[src/hdl/pms_pkg.sv]
`default_nettype none

package pms_pkg;

  // ----------------------------------------------------------------
  // Register space
  // ----------------------------------------------------------------
  localparam int unsigned PMS_NREGS = 32;          // Direct register count
  localparam int unsigned PMS_AW = 5;              // Register address width
  localparam int unsigned PMS_DW = 16;             // Register data width
  localparam logic [4:0] PMS_REG_VEND_CTRL = 5'h16;  // Broadcast control word
  localparam logic [4:0] PMS_REG_IRQ = 5'h1B;      // interrupt_enable_and_flags
  localparam logic [4:0] PMS_REG_PHY_CTRL2 = 5'h1F;  // Interrupt polarity word
  localparam int unsigned PMS_BCAST_OFF_BIT = 9;   // Bit position in 16h
  localparam int unsigned PMS_IRQ_POL_BIT = 9;     // Bit position in 1Fh
  localparam logic [15:0] PMS_REG_RESET = 16'h0000;  // Storage value after reset
  localparam logic [7:0] PMS_IRQ_EN_RESET = 8'h00;   // Enables after reset
  localparam logic [7:0] PMS_IRQ_ST_RESET = 8'h00;   // Flags after reset

  // ----------------------------------------------------------------
  // Frame format
  // ----------------------------------------------------------------
  localparam logic [5:0] PMS_PREAMBLE_ONES = 6'h20;  // Ones before a start code
  localparam logic [1:0] PMS_OP_READ = 2'h2;        // Opcode 10
  localparam logic [1:0] PMS_OP_WRITE = 2'h1;       // Opcode 01
  localparam logic [3:0] PMS_FIELD_LAST = 4'h4;     // Last bit of 5-bit field
  localparam logic [3:0] PMS_DATA_LAST = 4'hF;      // Last of sixteen data bits
  localparam logic [1:0] PMS_STRAP_WAIT = 2'h3;     // Cycles before strap capture

  // Frame walk, Gray coded from idle through data; the step from data back to idle flips two bits
  typedef enum logic [2:0] {
    PMS_IDLE = 3'h0,
    PMS_START = 3'h1,
    PMS_OPC = 3'h3,
    PMS_PHYA = 3'h2,
    PMS_REGA = 3'h6,
    PMS_TURN = 3'h7,
    PMS_DATA = 3'h5
  } pms_state_t;

  // Header fields collected from one frame
  typedef struct packed {
    logic [1:0] op;
    logic [4:0] phy;
    logic [4:0] regad;
  } pms_hdr_t;

endpackage : pms_pkg

`default_nettype wire

[src/hdl/pms_regmem.sv]
`default_nettype none

// ------------------------------------------------------------------
// General register storage, one write port and a registered read
// ------------------------------------------------------------------
module pms_regmem
  import pms_pkg::*;
(
  input wire logic CLK,
  input wire logic RSTN,
  input wire logic WE,
  input wire logic [4:0] WADDR,
  input wire logic [15:0] WDATA,
  input wire logic RE,
  input wire logic [4:0] RADDR,
  output logic [15:0] RDATA
);

  logic [15:0] mem_q [PMS_NREGS];  // Storage words

  // Words are reset so that every register reads a defined value at once
  always_ff @(posedge CLK or negedge RSTN) begin
    if (!RSTN) begin
      for (int i = 0; i < PMS_NREGS; i++) begin
        mem_q[i] <= PMS_REG_RESET;
      end
    end else if (WE) begin
      mem_q[WADDR] <= WDATA;
    end
  end

  // Read data held in a register until the next read
  always_ff @(posedge CLK or negedge RSTN) begin
    if (!RSTN) begin
      RDATA <= PMS_REG_RESET;
    end else if (RE) begin
      RDATA <= mem_q[RADDR];
    end
  end

endmodule : pms_regmem

`default_nettype wire

[src/hdl/pms_serial.sv]
`default_nettype none

// ------------------------------------------------------------------
// Management serial slave with interrupt flags
// ------------------------------------------------------------------
module pms_serial
  import pms_pkg::*;
(
  input wire logic CLK,
  input wire logic RSTN,
  input wire logic MDC,
  input wire logic MDIO_I,
  output logic MDIO_O,
  output logic MDIO_OE,
  input wire logic [2:0] STATION_ADDR_STRAPS,
  input wire logic BROADCAST_DISABLE_STRAP,
  input wire logic [7:0] EVENT_IN,
  output logic IRQ_OUT_PIN
);

  // ----------------------------------------------------------------
  // Synchronisers for pins
  // ----------------------------------------------------------------
  logic mdc_s1_q, mdc_s2_q, mdc_s3_q;  // Clock line, third stage for edges
  logic mdio_s1_q, mdio_s2_q;          // Data line
  logic [3:0] strap_s1_q, strap_s2_q;  // Address and broadcast straps

  // Two stages before any logic; the second stage is looked at, and the clock line's edge detector also uses the third
  always_ff @(posedge CLK or negedge RSTN) begin
    if (!RSTN) begin
      mdc_s1_q <= 1'b0;
      mdc_s2_q <= 1'b0;
      mdc_s3_q <= 1'b0;
      mdio_s1_q <= 1'b1;
      mdio_s2_q <= 1'b1;
      strap_s1_q <= 4'h0;
      strap_s2_q <= 4'h0;
    end else begin
      mdc_s1_q <= MDC;
      mdc_s2_q <= mdc_s1_q;
      mdc_s3_q <= mdc_s2_q;
      mdio_s1_q <= MDIO_I;
      mdio_s2_q <= mdio_s1_q;
      strap_s1_q <= {BROADCAST_DISABLE_STRAP, STATION_ADDR_STRAPS};
      strap_s2_q <= strap_s1_q;
    end
  end

  // Receiving side samples on the clock's rising edge
  wire mdc_rise = mdc_s2_q & ~mdc_s3_q;
  wire bit_in = mdio_s2_q;

  // ----------------------------------------------------------------
  // Strap capture after reset release
  // ----------------------------------------------------------------
  logic [1:0] strap_cnt_q;     // Waits for the synchroniser to fill
  logic [2:0] own_addr_q;      // Latched station address
  logic bcast_strap_off_q;     // Latched broadcast disable strap

  // Straps are loaded on each of the first three cycles after release, then held; never under reset
  always_ff @(posedge CLK or negedge RSTN) begin
    if (!RSTN) begin
      strap_cnt_q <= 2'h0;
      own_addr_q <= 3'h0;
      bcast_strap_off_q <= 1'b0;
    end else if (strap_cnt_q != PMS_STRAP_WAIT) begin
      strap_cnt_q <= strap_cnt_q + 2'h1;
      own_addr_q <= strap_s2_q[2:0];
      bcast_strap_off_q <= strap_s2_q[3];
    end
  end

  // ----------------------------------------------------------------
  // Control bits and interrupt flags
  // ----------------------------------------------------------------
  logic bcast_sw_off_q;  // Software broadcast disable
  logic irq_pol_q;       // 1: pin active high
  logic [7:0] irq_en_q;  // Per-condition enables
  logic [7:0] irq_st_q;  // Sticky condition flags
  logic irq_clr;         // Read of flag register in progress
  logic wr_commit;       // Write accepted this cycle
  logic [4:0] wr_addr;
  logic [15:0] wr_data;

  wire wr_vend = wr_commit && (wr_addr == PMS_REG_VEND_CTRL);
  wire wr_ctrl2 = wr_commit && (wr_addr == PMS_REG_PHY_CTRL2);
  wire wr_irq = wr_commit && (wr_addr == PMS_REG_IRQ);

  // Shadow copies of control bits that steer logic every cycle
  always_ff @(posedge CLK or negedge RSTN) begin
    if (!RSTN) begin
      bcast_sw_off_q <= 1'b0;
      irq_pol_q <= 1'b0;
      irq_en_q <= PMS_IRQ_EN_RESET;
    end else begin
      if (wr_vend) begin
        bcast_sw_off_q <= wr_data[PMS_BCAST_OFF_BIT];
      end
      if (wr_ctrl2) begin
        irq_pol_q <= wr_data[PMS_IRQ_POL_BIT];
      end
      if (wr_irq) begin
        irq_en_q <= wr_data[15:8];
      end
    end
  end

  // New events win over a clear landing in the same cycle
  wire [7:0] irq_st_d = (irq_clr ? 8'h00 : irq_st_q) | EVENT_IN;

  always_ff @(posedge CLK or negedge RSTN) begin
    if (!RSTN) begin
      irq_st_q <= PMS_IRQ_ST_RESET;
    end else begin
      irq_st_q <= irq_st_d;
    end
  end

  // Only enabled flags reach the pin; level chosen by software
  wire irq_active = |(irq_en_q & irq_st_q);

  always_ff @(posedge CLK or negedge RSTN) begin
    if (!RSTN) begin
      IRQ_OUT_PIN <= 1'b1;  // Inactive level for default active low
    end else begin
      IRQ_OUT_PIN <= irq_pol_q ? irq_active : ~irq_active;
    end
  end

  // ----------------------------------------------------------------
  // Frame receiver and responder
  // ----------------------------------------------------------------
  pms_state_t state_q, state_d;
  pms_hdr_t hdr_q;          // Collected header
  logic [5:0] ones_q;       // Preamble ones, saturating
  logic [3:0] cnt_q;        // Bit count inside a field
  logic [15:0] shift_q;     // Data shifter, both directions
  logic [15:0] rd_word;     // Word chosen for a read answer
  logic [15:0] mem_rdata;
  logic mem_re;

  // Own address, plus zero while broadcast is on; zero then also unique
  wire bcast_on = ~bcast_strap_off_q & ~bcast_sw_off_q;
  wire addr_hit = (hdr_q.phy == {2'h0, own_addr_q})
                || (bcast_on && (hdr_q.phy == 5'h00));
  wire is_read = (hdr_q.op == PMS_OP_READ);
  wire is_write = (hdr_q.op == PMS_OP_WRITE);
  wire field_end = (cnt_q == PMS_FIELD_LAST);
  wire data_end = (cnt_q == PMS_DATA_LAST);
  wire preamble_ok = (ones_q == PMS_PREAMBLE_ONES);
  wire read_serv = addr_hit && is_read;

  // Flag register answers from its own flops, the rest from storage
  assign rd_word = (hdr_q.regad == PMS_REG_IRQ) ? {irq_en_q, irq_st_q} : mem_rdata;
  assign mem_re = mdc_rise && (state_q == PMS_REGA) && field_end;
  assign irq_clr = mdc_rise && (state_q == PMS_TURN) && (cnt_q == 4'h0)
                 && read_serv && (hdr_q.regad == PMS_REG_IRQ);
  assign wr_commit = mdc_rise && (state_q == PMS_DATA) && data_end
                   && addr_hit && is_write;
  assign wr_addr = hdr_q.regad;
  assign wr_data = {shift_q[14:0], bit_in};

  // Next state on each sampled rising edge
  always_comb begin
    state_d = state_q;
    if (mdc_rise) begin
      case (state_q)
        PMS_IDLE: begin
          if (!bit_in && preamble_ok) state_d = PMS_START;
        end
        PMS_START: begin
          state_d = bit_in ? PMS_OPC : PMS_IDLE;  // Second start bit must be 1
        end
        PMS_OPC: begin
          if (cnt_q == 4'h1) begin
            // Opcodes 00 and 11 are not frames this slave answers
            state_d = ({hdr_q.op[0], bit_in} == PMS_OP_READ
                      || {hdr_q.op[0], bit_in} == PMS_OP_WRITE) ? PMS_PHYA : PMS_IDLE;
          end
        end
        PMS_PHYA: begin
          if (field_end) state_d = PMS_REGA;
        end
        PMS_REGA: begin
          if (field_end) state_d = PMS_TURN;
        end
        PMS_TURN: begin
          if (cnt_q == 4'h1) state_d = PMS_DATA;
        end
        PMS_DATA: begin
          if (data_end) state_d = PMS_IDLE;
        end
        default: state_d = PMS_IDLE;
      endcase
    end
  end

  // Sequencer registers
  always_ff @(posedge CLK or negedge RSTN) begin
    if (!RSTN) begin
      state_q <= PMS_IDLE;
    end else begin
      state_q <= state_d;
    end
  end

  // Preamble counter, any zero outside a start code restarts it
  always_ff @(posedge CLK or negedge RSTN) begin
    if (!RSTN) begin
      ones_q <= 6'h00;
    end else if (mdc_rise) begin
      if (state_q != PMS_IDLE || !bit_in) begin
        ones_q <= 6'h00;
      end else if (!preamble_ok) begin
        ones_q <= ones_q + 6'h01;
      end
    end
  end

  // Field bit counter restarts whenever the state changes
  always_ff @(posedge CLK or negedge RSTN) begin
    if (!RSTN) begin
      cnt_q <= 4'h0;
    end else if (mdc_rise) begin
      cnt_q <= (state_d != state_q) ? 4'h0 : cnt_q + 4'h1;
    end
  end

  // Header collection, MSB first
  always_ff @(posedge CLK or negedge RSTN) begin
    if (!RSTN) begin
      hdr_q <= '0;
    end else if (mdc_rise) begin
      case (state_q)
        PMS_OPC: hdr_q.op <= {hdr_q.op[0], bit_in};
        PMS_PHYA: hdr_q.phy <= {hdr_q.phy[3:0], bit_in};
        PMS_REGA: hdr_q.regad <= {hdr_q.regad[3:0], bit_in};
        default: hdr_q <= hdr_q;
      endcase
    end
  end

  // Shifter: loads the answer at the first turnaround edge, else shifts during turnaround and data
  always_ff @(posedge CLK or negedge RSTN) begin
    if (!RSTN) begin
      shift_q <= 16'h0000;
    end else if (mdc_rise) begin
      if (state_q == PMS_TURN && cnt_q == 4'h0) begin
        shift_q <= rd_word;
      end else if (state_q == PMS_DATA || state_q == PMS_TURN) begin
        shift_q <= {shift_q[14:0], bit_in};
      end
    end
  end

  // Line driver. Changes land just after a sampled rising edge, so the
  // value settles well before the controller's next rising edge. The
  // synchroniser delay eats about three cycles of a half period, which
  // limits the clock line to roughly one sixth of the system clock.
  always_ff @(posedge CLK or negedge RSTN) begin
    if (!RSTN) begin
      MDIO_OE <= 1'b0;
      MDIO_O <= 1'b1;
    end else if (mdc_rise) begin
      if (state_q == PMS_TURN && cnt_q == 4'h0 && read_serv) begin
        MDIO_OE <= 1'b1;
        MDIO_O <= 1'b0;   // Second turnaround bit
      end else if (MDIO_OE && state_q == PMS_DATA && data_end) begin
        MDIO_OE <= 1'b0;  // Release after the last bit
        MDIO_O <= 1'b1;
      end else if (MDIO_OE) begin
        MDIO_O <= shift_q[15];
      end
    end
  end

  // ----------------------------------------------------------------
  // Register storage
  // ----------------------------------------------------------------
  pms_regmem u_regmem (
    .CLK(CLK),
    .RSTN(RSTN),
    .WE(wr_commit),
    .WADDR(wr_addr),
    .WDATA(wr_data),
    .RE(mem_re),
    .RADDR({hdr_q.regad[3:0], bit_in}),
    .RDATA(mem_rdata)
  );

endmodule : pms_serial

`default_nettype wire

[config.mk]
export PLATFORM = sky130hd
export DESIGN_NAME = pms_serial
export DESIGN_NICKNAME = d
export VERILOG_FILES = /design/src/hdl/pms_pkg.sv /design/src/hdl/pms_regmem.sv /design/src/hdl/pms_serial.sv
export SDC_FILE = /design/constraint.sdc
export NUM_CORES = 1
export LEC_CHECK = 0
export BUFFER_PORTS_ARGS = -buffer_cell sky130_fd_sc_hd__buf_2
export CAP_MARGIN = 30
export CORE_MARGIN = 4
export CORE_UTILIZATION = 65
export CTS_CLUSTER_DIAMETER = 120
export DETAILED_ROUTE_END_ITERATION = 6
export PLACE_DENSITY_LB_ADDON = 0.08
export REMOVE_ABC_BUFFERS = 1
export SKIP_CTS_REPAIR_TIMING = 1
export SLEW_MARGIN = 20
export SYNTH_ARGS = -nofsm -noshare
export SYNTH_HDL_FRONTEND = slang
export SYNTH_SLANG_ARGS = --single-unit
[constraint.sdc]
create_clock -name CLK -period 7.4 [get_ports CLK]
set_input_delay 0.37 -clock CLK [delete_from_list [all_inputs] [get_ports CLK]]
set_output_delay 0.37 -clock CLK [all_outputs]
set_load 0.01 [all_outputs]
==> results of run 1 <==
## cell usage after synthesis (30+ instances only)
library cell  number
dfrtp_1          605
mux2_1            40
clkbuf_1          97
mux2i_1           93
buf_2             38
mux4_2            58
mux2_2           265
a22oi_1           32
nand2_1          107
o21ai_0           32
o2111ai_4         30
nor2_1            30
a211oi_1          47
mux2_4           260
o22ai_1           33
## layer usage
layer / GRT usage / routed length (um) / up-vias
met1: 0.410 / 31100 / 9159
met5: 0 / 0 / -
met3: 0.0391 / 3230 / 127
li1: - / - / 7382
met4: 0.0968 / 2550 / 0
met2: 0.461 / 33700 / 403
## worst register-to-register path: cells and delay by family (launching register included)
| family | cells | cell delay (ns) |
|---|---|---|
| AOI/OAI and AO/OA | 2 | 0.89 |
| buffers and inverters | 1 | 0.60 |
| DFF | 1 | 0.92 |
| muxes | 1 | 0.68 |
| and+or+nand+nor | 1 | 0.23 |
## how the worst min path moves through the flow
| stage | start | cells after the start | end |
|---|---|---|---|
| 2_1_floorplan | RSTN | 0 | MDIO_OE |
| 3_3_place_gp | mdc_s1_q | 0 | mdc_s2_q |
| 3_5_place_dp | strap_s1_q[0] | 0 | strap_s2_q[0] |
| 4_1_cts | MDIO_I | 1 | mdio_s1_q |
| 5_1_grt | strap_s1_q[0] | 0 | strap_s2_q[0] |
| 6_report | RSTN | 2 | ones_q[4] |
## sequential cells by signal, indices dropped and copies added, names as in the netlist, 2 cells and up
register	flops
strap_cnt_q	2
hdr_q	7
shift_q	16
irq_en_q	8
u_regmem.RDATA	16
u_regmem.mem_q	512
cnt_q	4
strap_s2_q	4
strap_s1_q	4
ones_q	6
irq_st_q	8
wr_addr	5
state_q	3
own_addr_q	3
## power by group
group / total [mW] / leakage (nW) / switching, mW / internal, mW
registers: 3.36 / 8.40 / 0.0185 / 3.34
clock network: 3.15 / 1.01 / 1.30 / 1.86
logic: 0.171 / 6.22 / 0.127 / 0.0437
## kinds of logic after synthesis
| logic type | count (synthesis) | share of synthesized area |
|---|---|---|
| flops | 609 | 0.514 |
| buf+inv | 190 | 0.0348 |
| simple gates | 251 | 0.0455 |
| xor+xnor | 6 | 0.00177 |
| fa+ha+maj | 6 | 0.00253 |
| mux | 716 | 0.323 |
| compound gates | 247 | 0.0785 |
## cell type report
class / count / area [um^2] / area share
sequential: 609 / 15300 / 0.474
multi-input combinational: 1226 / 13400 / 0.418
clock buffer: 89 / 1770 / 0.0551
tap: 600 / 751 / 0.0233
timing repair buffer: 76 / 649 / 0.0202
clock inverter: 20 / 268 / 0.00833
inverter: 7 / 26.3 / 0.000817
## through the flow
step	std cells	instance area, um^2
final	2627	32200
after global routing	2627	32200
after CTS	2608	31900
after detailed placement	2499	29900
after global placement	2498	29900
after floorplan	1842	28700
==> results.sh, run 1 <==
export IMPL_path_depth=5
export IMPL_antenna_cells=0
export IMPL_synthesis_instances=2025
export IMPL_slowest_delay_ns=0.92
export IMPL_cts_made_buffers=60
export IMPL_final_util=0.710
export IMPL_reg2reg_to="u_regmem.RDATA[0]"
export IMPL_rsz0062_at_grt="false"
export IMPL_cts_root_buf="clkbuf_16"
export IMPL_fmax_ghz=0.292
export IMPL_cts_max_path_buffers=3
export IMPL_cp_start_kind="register"
export IMPL_final_common_cell="dfrtp_1"
export IMPL_ys_seq_area_frac=0.514
export IMPL_overflow=0
export IMPL_drc=0
export IMPL_power_mw=6.69
export IMPL_num_vias=17100
export IMPL_yosys_register_bits=609
export IMPL_viasPerCell=6.50
export IMPL_synth_ff_type="dfrtp_1"
export IMPL_clk_pin_slew_ns=0.06
export IMPL_path_class="register to register"
export IMPL_p_leak_nw=15.6
export IMPL_critPathArrivalTime_ns=3.94
export IMPL_drv_cap=0
export IMPL_worst_hold_slack_ns=0.345
export IMPL_cts_sinks=609
export IMPL_grt_pass1_vias=18000
export IMPL_core_um2=45300
export IMPL_hold_path_class="input pin to asynchronous set/reset pin"
export IMPL_ys_top_cells_by_area="dfrtp_1 51%, mux2_4 13%, mux2_2 10%"
export IMPL_die_area_um2=49100
export IMPL_setup_tns_ns=0
export IMPL_cts_tree="done"
export IMPL_finalHoldViolations=0
export IMPL_fin_ws_ns=3.97
export IMPL_drtIter0Drc=1264
export IMPL_skew_ns=0.0185
export IMPL_clkLatencyLatePin_ns=0.63
export IMPL_antenna_found_initial=0
export IMPL_ir_drop_v=0.000207
export IMPL_grt_pass1_wl_mm=111
export IMPL_gp_congestion=0.812
export IMPL_mostFrequentLayoutCells="603 x dfrtp_1, 265 x mux2_2, 260 x mux2_4"
export IMPL_synth_top_area_cell="dfrtp_1"
export IMPL_outcome="finished clean"
export IMPL_end_kind="register"
export IMPL_startpoint="wr_addr[0]"
export IMPL_rrSetupSlack_ns=3.97
export IMPL_synth_edff_count=0
export IMPL_first_pass_iters=5
export IMPL_max_slew_margin=0.281
export IMPL_initial_core_util=0.655
export IMPL_synth_area_um2=29700
export IMPL_critPathMaxFanout=86
export IMPL_portBuffers=18
export IMPL_htreeDepth=2
export IMPL_die_h_um=222
export IMPL_grt_usage=0.287
export IMPL_path_cells="buf_12 -> mux4_2 -> a211oi_1 -> nand2_1 -> a32o_1"
export IMPL_crit_buf_inv=1
export IMPL_r2r_start="wr_addr[0]"
export IMPL_final_nets=2002
export IMPL_ys_warn_count=0
export IMPL_grt_max_degree=196
export IMPL_period_needed_ns=3.43
export IMPL_reg2reg_depth=5
export IMPL_place_ws_ns=3.92
export IMPL_critical_path_endpoint="u_regmem.RDATA[0]"
export IMPL_setup_violations=0
export IMPL_num_rows=78
export IMPL_period_share=0.464
export IMPL_drv_slew=0
export IMPL_drive_gt1_frac=0.393
export IMPL_syn_mean_instance_area_um2=14.6
export IMPL_io_pin_count=19
export IMPL_wl_mm=70.5
export IMPL_wire_per_inst_um=26.8
export IMPL_tightest_slew_ns=1.07
export IMPL_synth_cell_types=67
export IMPL_power_density_nw_per_um2=208
export IMPL_required_ns=7.91
export IMPL_cp_top_family="flip-flops"
export IMPL_final_antenna_net_count=0
export IMPL_synthArstFlopShare=1.00
export IMPL_die_width_um=222
export IMPL_area_growth_pct=8.40
export IMPL_critical_path_slowest_cell="dfrtp_4"
export IMPL_hpwl_mm=42.1
export IMPL_synth_top_area_share=0.510
export IMPL_fillerInstances=3025
No activity file was read; power rests on OpenSTA's default activity.
==> run 2, diff against run 1 <==
- CORE_UTILIZATION: 65 -> 58
- clock period: 7.4 -> 3.12 ns (I/O delays scaled with it)
==> run 2 against run 1 <==
Effect of this change:
- sequential share of layout area decreased by 1.3 points
- via count increased by 1.6%
- final cell count increased by 5.6%
- wire length increased by 3.6%
- sequential power increased by 140%
- clock power increased to 2.5 times the previous value
- final area increased by 2.8%
- critical endpoint is now u_regmem.RDATA[14]
- highest routed layer unchanged
==> results.sh, run 2 (synthesis results as in run 1) <==
export IMPL_num_vias=17300
export IMPL_fillerInstances=3610
export IMPL_final_common_cell="dfrtp_1"
export IMPL_path_class="register to register"
export IMPL_wire_per_inst_um=26.3
export IMPL_die_h_um=234
export IMPL_drtIter0Drc=1273
export IMPL_overflow=0
export IMPL_r2r_start="wr_addr[0]"
export IMPL_setup_tns_ns=0
export IMPL_gp_congestion=0.846
export IMPL_multi_input_area_um2=13400
export IMPL_die_area_um2=54800
export IMPL_core_um2=50400
export IMPL_seqCellArea_um2=15300
export IMPL_final_nets=2078
export IMPL_largest_reg_flops=512
export IMPL_grt_max_degree=86
export IMPL_cts_sinks=609
export IMPL_antenna_cells=0
export IMPL_cp_start_kind="register"
export IMPL_period_needed_ns=2.93
export IMPL_htreeDepth=3
export IMPL_die_width_um=234
export IMPL_skew_ns=0.0177
export IMPL_area_growth_pct=11.4
export IMPL_viasPerCell=6.25
export IMPL_critPathArrivalTime_ns=3.40
export IMPL_cts_made_buffers=68
export IMPL_required_ns=3.59
export IMPL_clk_pin_slew_ns=0.06
export IMPL_top_regs="u_regmem.mem_q: 512 flops, shift_q: 16 flops, u_regmem.RDATA: 16 flops"
export IMPL_clkLatencyLatePin_ns=0.60
export IMPL_setup_violations=0
export IMPL_num_rows=82
export IMPL_p_leak_nw=16.1
export IMPL_cts_tree="done"
export IMPL_grt_usage=0.271
export IMPL_period_share=0.939
export IMPL_finalHoldViolations=0
export IMPL_critPathMaxFanout=31
export IMPL_tightest_slew_ns=1.02
export IMPL_regMostFlops="u_regmem.mem_q"
export IMPL_io_pin_count=19
export IMPL_mostFrequentLayoutCells="601 x dfrtp_1, 265 x mux2_2, 260 x mux2_4"
export IMPL_startpoint="wr_addr[0]"
export IMPL_hold_path_class="input pin to asynchronous set/reset pin"
export IMPL_drv_cap=0
export IMPL_drive_gt1_frac=0.411
export IMPL_portBuffers=18
export IMPL_worst_hold_slack_ns=0.204
export IMPL_wl_mm=73.0
export IMPL_fmax_ghz=0.342
export IMPL_power_density_nw_per_um2=493
export IMPL_max_slew_margin=0.320
export IMPL_antenna_found_initial=1
export IMPL_first_pass_iters=7
export IMPL_outcome="finished clean"
export IMPL_rsz0062_at_grt="false"
export IMPL_power_mw=16.3
export IMPL_grt_pass1_vias=18300
export IMPL_drv_slew=0
export IMPL_final_util=0.656
export IMPL_drc=0
export IMPL_cts_root_buf="clkbuf_16"
export IMPL_end_kind="register"
export IMPL_grt_pass1_wl_mm=113
export IMPL_initial_core_util=0.589
export IMPL_hpwl_mm=45.0
export IMPL_ir_drop_v=0.000393
export IMPL_cts_max_path_buffers=3
export IMPL_final_antenna_net_count=0
run 2: worst max-delay path, stage by stage, from the launching register on:
cell and delay (ns):
dfrtp_4 0.88, buf_12 0.32, mux4_2 0.53, a211oi_1 0.43, nand2_1 0.27, a32o_1 0.33
run 2: where the power goes:
part | total [mW] | internal (mW) | switching, mW
sequential | 7.98 | 7.93 | 0.0474
combinational | 0.441 | 0.123 | 0.319
clock | 7.88 | 4.74 | 3.14
total | 16.3 | 12.8 | 3.51
run 2: stage by stage:
| stage | setup WS, ns | instances | area, um^2 |
|---|---|---|---|
| global route | 0.145 | 2775 | 33000 |
| finish | 0.192 | 2775 | 33000 |
| CTS | 0.200 | 2759 | 32900 |
| global placement | 0.266 | 2641 | 30700 |
| floorplan | -5.87 | 1842 | 28700 |
| detailed placement | 0.235 | 2642 | 30700 |
run 2: worst paths after layout:
| path | endpoint | slack, ns | cells past startpoint |
|---|---|---|---|
| min in group CLK | mdc_s1_q | 0.20 | 2 |
| max reg2reg | u_regmem.RDATA[14] | 0.19 | 5 |
| max | u_regmem.RDATA[14] | 0.19 | 5 |
| max in group asynchronous | u_regmem.mem_q[417] | 1.89 | 3 |
| min reg2reg | strap_s2_q[3] | 0.35 | 0 |
| min | ones_q[0] | 0.20 | 2 |
run 2: layout make-up:
| cell class | count | share of cell area |
|---|---|---|
| Multi-Input combinational cell | 1226 | 0.405 |
| Sequential cell | 609 | 0.462 |
| Inverter | 7 | 0.000795 |
| Tap cell | 672 | 0.0254 |
| Clock inverter | 13 | 0.00435 |
| Clock buffer | 104 | 0.0618 |
| Timing Repair Buffer | 144 | 0.0407 |
run 2: per-layer routing:
metal | wire, um | vias up | track usage | part of all wire
met5 | 0 | - | 0 | 0
met4 | 2270 | 0 | 0.0839 | 0.031
met3 | 3130 | 122 | 0.0424 | 0.043
met2 | 34800 | 430 | 0.437 | 0.48
met1 | 32900 | 9245 | 0.385 | 0.45
li1 | - | 7544 | - | -
==> run 3, diff against run 2 <==
- CORE_UTILIZATION: 58 -> 57
- SYNTH_HIERARCHICAL: default -> 1
==> run 3 against run 2 <==
Effect of this change:
- worst hold slack got worse by 0.0082 ns
- area after synthesis down 4.1%
- critical path depth rose by 3
- register-to-register slack worse by 0.15 ns
- sequential cell count unchanged
- via count is 0.54% lower
- worst setup slack lost 0.15 ns
- sequential power hardly changed
- maximum frequency fell by 4.9%
- critical path type unchanged
==> results.sh, run 3 <==
export IMPL_die_h_um=231
export IMPL_drive_gt1_frac=0.388
export IMPL_num_rows=81
export IMPL_antenna_found_initial=0
export IMPL_die_width_um=231
export IMPL_cts_made_buffers=67
export IMPL_skew_ns=0.0177
export IMPL_setup_violations=0
export IMPL_period_share=0.987
export IMPL_synth_top_area_share=0.532
export IMPL_synth_area_um2=28400
export IMPL_overflow=0
export IMPL_cts_max_path_buffers=3
export IMPL_outcome="finished clean"
export IMPL_place_ws_ns=0.0119
export IMPL_io_pin_count=19
export IMPL_final_common_cell="dfrtp_1"
export IMPL_drv_slew=0
export IMPL_rsz0062_at_grt="true"
export IMPL_cts_sinks=609
export IMPL_path_cells="ha_2 -> nand4b_4 -> or4b_4 -> a211oi_4 -> buf_4 -> and3_1 -> nand2_2 -> mux2_2"
export IMPL_hold_path_class="input pin to asynchronous set/reset pin"
export IMPL_synth_edff_count=0
export IMPL_initial_core_util=0.578
export IMPL_final_util=0.649
export IMPL_layout_cells_non_filler=2812
export IMPL_hpwl_mm=44.1
export IMPL_yosys_register_bits=609
export IMPL_first_pass_iters=5
export IMPL_max_slew_margin=0.375
export IMPL_fin_ws_ns=0.0400
export IMPL_grt_usage=0.261
export IMPL_syn_mean_instance_area_um2=13.7
export IMPL_largest_reg_flops=512
export IMPL_drc=0
export IMPL_path_class="register to register"
export IMPL_regMostFlops="u_regmem/mem_q"
export IMPL_mostFrequentLayoutCells="602 x dfrtp_1, 531 x mux2_2, 273 x mux2i_1"
export IMPL_htreeDepth=3
export IMPL_cts_root_buf="clkbuf_16"
export IMPL_slowest_delay_ns=0.56
export IMPL_grt_max_degree=90
export IMPL_power_density_nw_per_um2=515
export IMPL_wire_per_inst_um=24.6
export IMPL_synth_top_area_cell="dfrtp_1"
export IMPL_viasPerCell=6.13
export IMPL_area_growth_pct=12.3
export IMPL_cp_start_kind="register"
export IMPL_critPathMaxFanout=16
export IMPL_tightest_slew_ns=0.938
export IMPL_die_area_um2=53500
export IMPL_p_leak_nw=16.1
export IMPL_setup_tns_ns=0
export IMPL_grt_pass1_vias=17900
export IMPL_ys_seq_area_frac=0.536
export IMPL_synthesis_instances=2070
export IMPL_ir_drop_v=0.000390
export IMPL_finalHoldViolations=0
export IMPL_grt_pass1_wl_mm=108
export IMPL_wl_mm=69.2
export IMPL_portBuffers=18
export IMPL_critical_path_slowest_cell="or4b_4"
export IMPL_top_regs="u_regmem/mem_q: 512 flops, shift_q: 16 flops, u_regmem/RDATA: 16 flops"
export IMPL_num_vias=17200
export IMPL_drv_cap=0
export IMPL_synth_ff_type="dfrtp_1"
export IMPL_worst_hold_slack_ns=0.195
export IMPL_cts_tree="done"
export IMPL_final_nets=2122
export IMPL_critPathArrivalTime_ns=3.56
export IMPL_synthArstFlopShare=1.00
export IMPL_gp_congestion=0.887
export IMPL_post_synth_top_count_cell="dfrtp_1"
export IMPL_clkLatencyLatePin_ns=0.59
export IMPL_required_ns=3.60
export IMPL_core_um2=49200
export IMPL_end_kind="register"
export IMPL_place_area_um2=29400
export IMPL_clk_pin_slew_ns=0.06
export IMPL_synth_cell_types=68
export IMPL_dp_cells=2676
export IMPL_drtIter0Drc=1353
export IMPL_ys_warn_count=6
export IMPL_fmax_ghz=0.325
export IMPL_final_antenna_net_count=0
export IMPL_ys_top_cells_by_count="605 x dfrtp_1, 531 x mux2_2, 273 x mux2i_1"
export IMPL_period_needed_ns=3.08
export IMPL_ys_top_cells_by_area="dfrtp_1 53%, mux2_2 21%, mux2i_1 9.6%"
export IMPL_fin_area_um2=31900
export IMPL_power_mw=16.4
## run 3: changes by cell type in the layout (fill, tap and decap cells not counted), sizes merged, moves of 17 or more
| cell | previous run | this run |
|---|---|---|
| a211oi | 47 | 18 |
| a21oi | 9 | 75 |
| a22oi | 32 | 132 |
| a32o | 17 | 0 |
| mux2i | 93 | 273 |
| mux4 | 58 | 0 |
| nand2 | 107 | 35 |
| nor2b | 25 | 5 |
| o2111ai | 33 | 0 |
| o21ai | 32 | 12 |
| o22ai | 33 | 1 |
## run 3: layout make-up
class,instances,area (um^2)
timing repair buffer,134,1340
multi-input combinational,1282,12200
antenna,1,2.50
sequential,609,15300
clock buffer,101,2080
clock inverter,15,174
tap,664,831
inverter,6,22.5
fill,3675,17200
## run 3: critical path: cells and delay by family (launching register included)
family | cells | cell delay, ns
AO/OA/AOI/OAI | 1 | 0.30
adder cells (fa/ha/maj) | 1 | 0.25
AND/OR/NAND/NOR | 4 | 1.38
buffers and inverters | 1 | 0.21
flip-flops | 1 | 0.39
multiplexers | 1 | 0.40
## run 3: metal layers
| metal | share of wire | track usage |
|---|---|---|
| met1 | 0.45 | 0.364 |
| met2 | 0.48 | 0.428 |
| met3 | 0.037 | 0.0393 |
| met4 | 0.032 | 0.0802 |
| met5 | 0 | 0 |
## run 3: path summary, 6_finish.rpt
path	start	endpoint	slack (ns)	cells after the start
min	RSTN	u_regmem/mem_q[443]	0.20	2
max in group asynchronous	RSTN	shift_q[7]	1.91	3
max	cnt_q[1]	u_regmem/mem_q[193]	0.04	8
min reg2reg	strap_s1_q[1]	strap_s2_q[1]	0.35	0
max reg2reg	cnt_q[1]	u_regmem/mem_q[193]	0.04	8
min in group CLK	STATION_ADDR_STRAPS[0]	strap_s1_q[0]	0.20	2
## run 3: power breakdown
group,internal (mW),switching (mW),total [mW]
logic,0.184,0.335,0.519
clock network,4.85,3.12,7.97
registers,7.93,0.0248,7.95
total,13.0,3.48,16.4
## run 3: cell families (layout without fill, tap and decap cells)
group / count (synthesis) / in the layout / synth area share
muxes: 829 / 829 / 0.317
xor gates and xnor gates: 6 / 6 / 0.00185
AOI/OAI and AO/OA: 277 / 277 / 0.0663
adders and majority gates: 6 / 6 / 0.00264
other: 0 / 1 / 0
buffers and inverters: 179 / 256 / 0.0356
DFF: 609 / 609 / 0.536
and+or+nand+nor: 164 / 164 / 0.0400
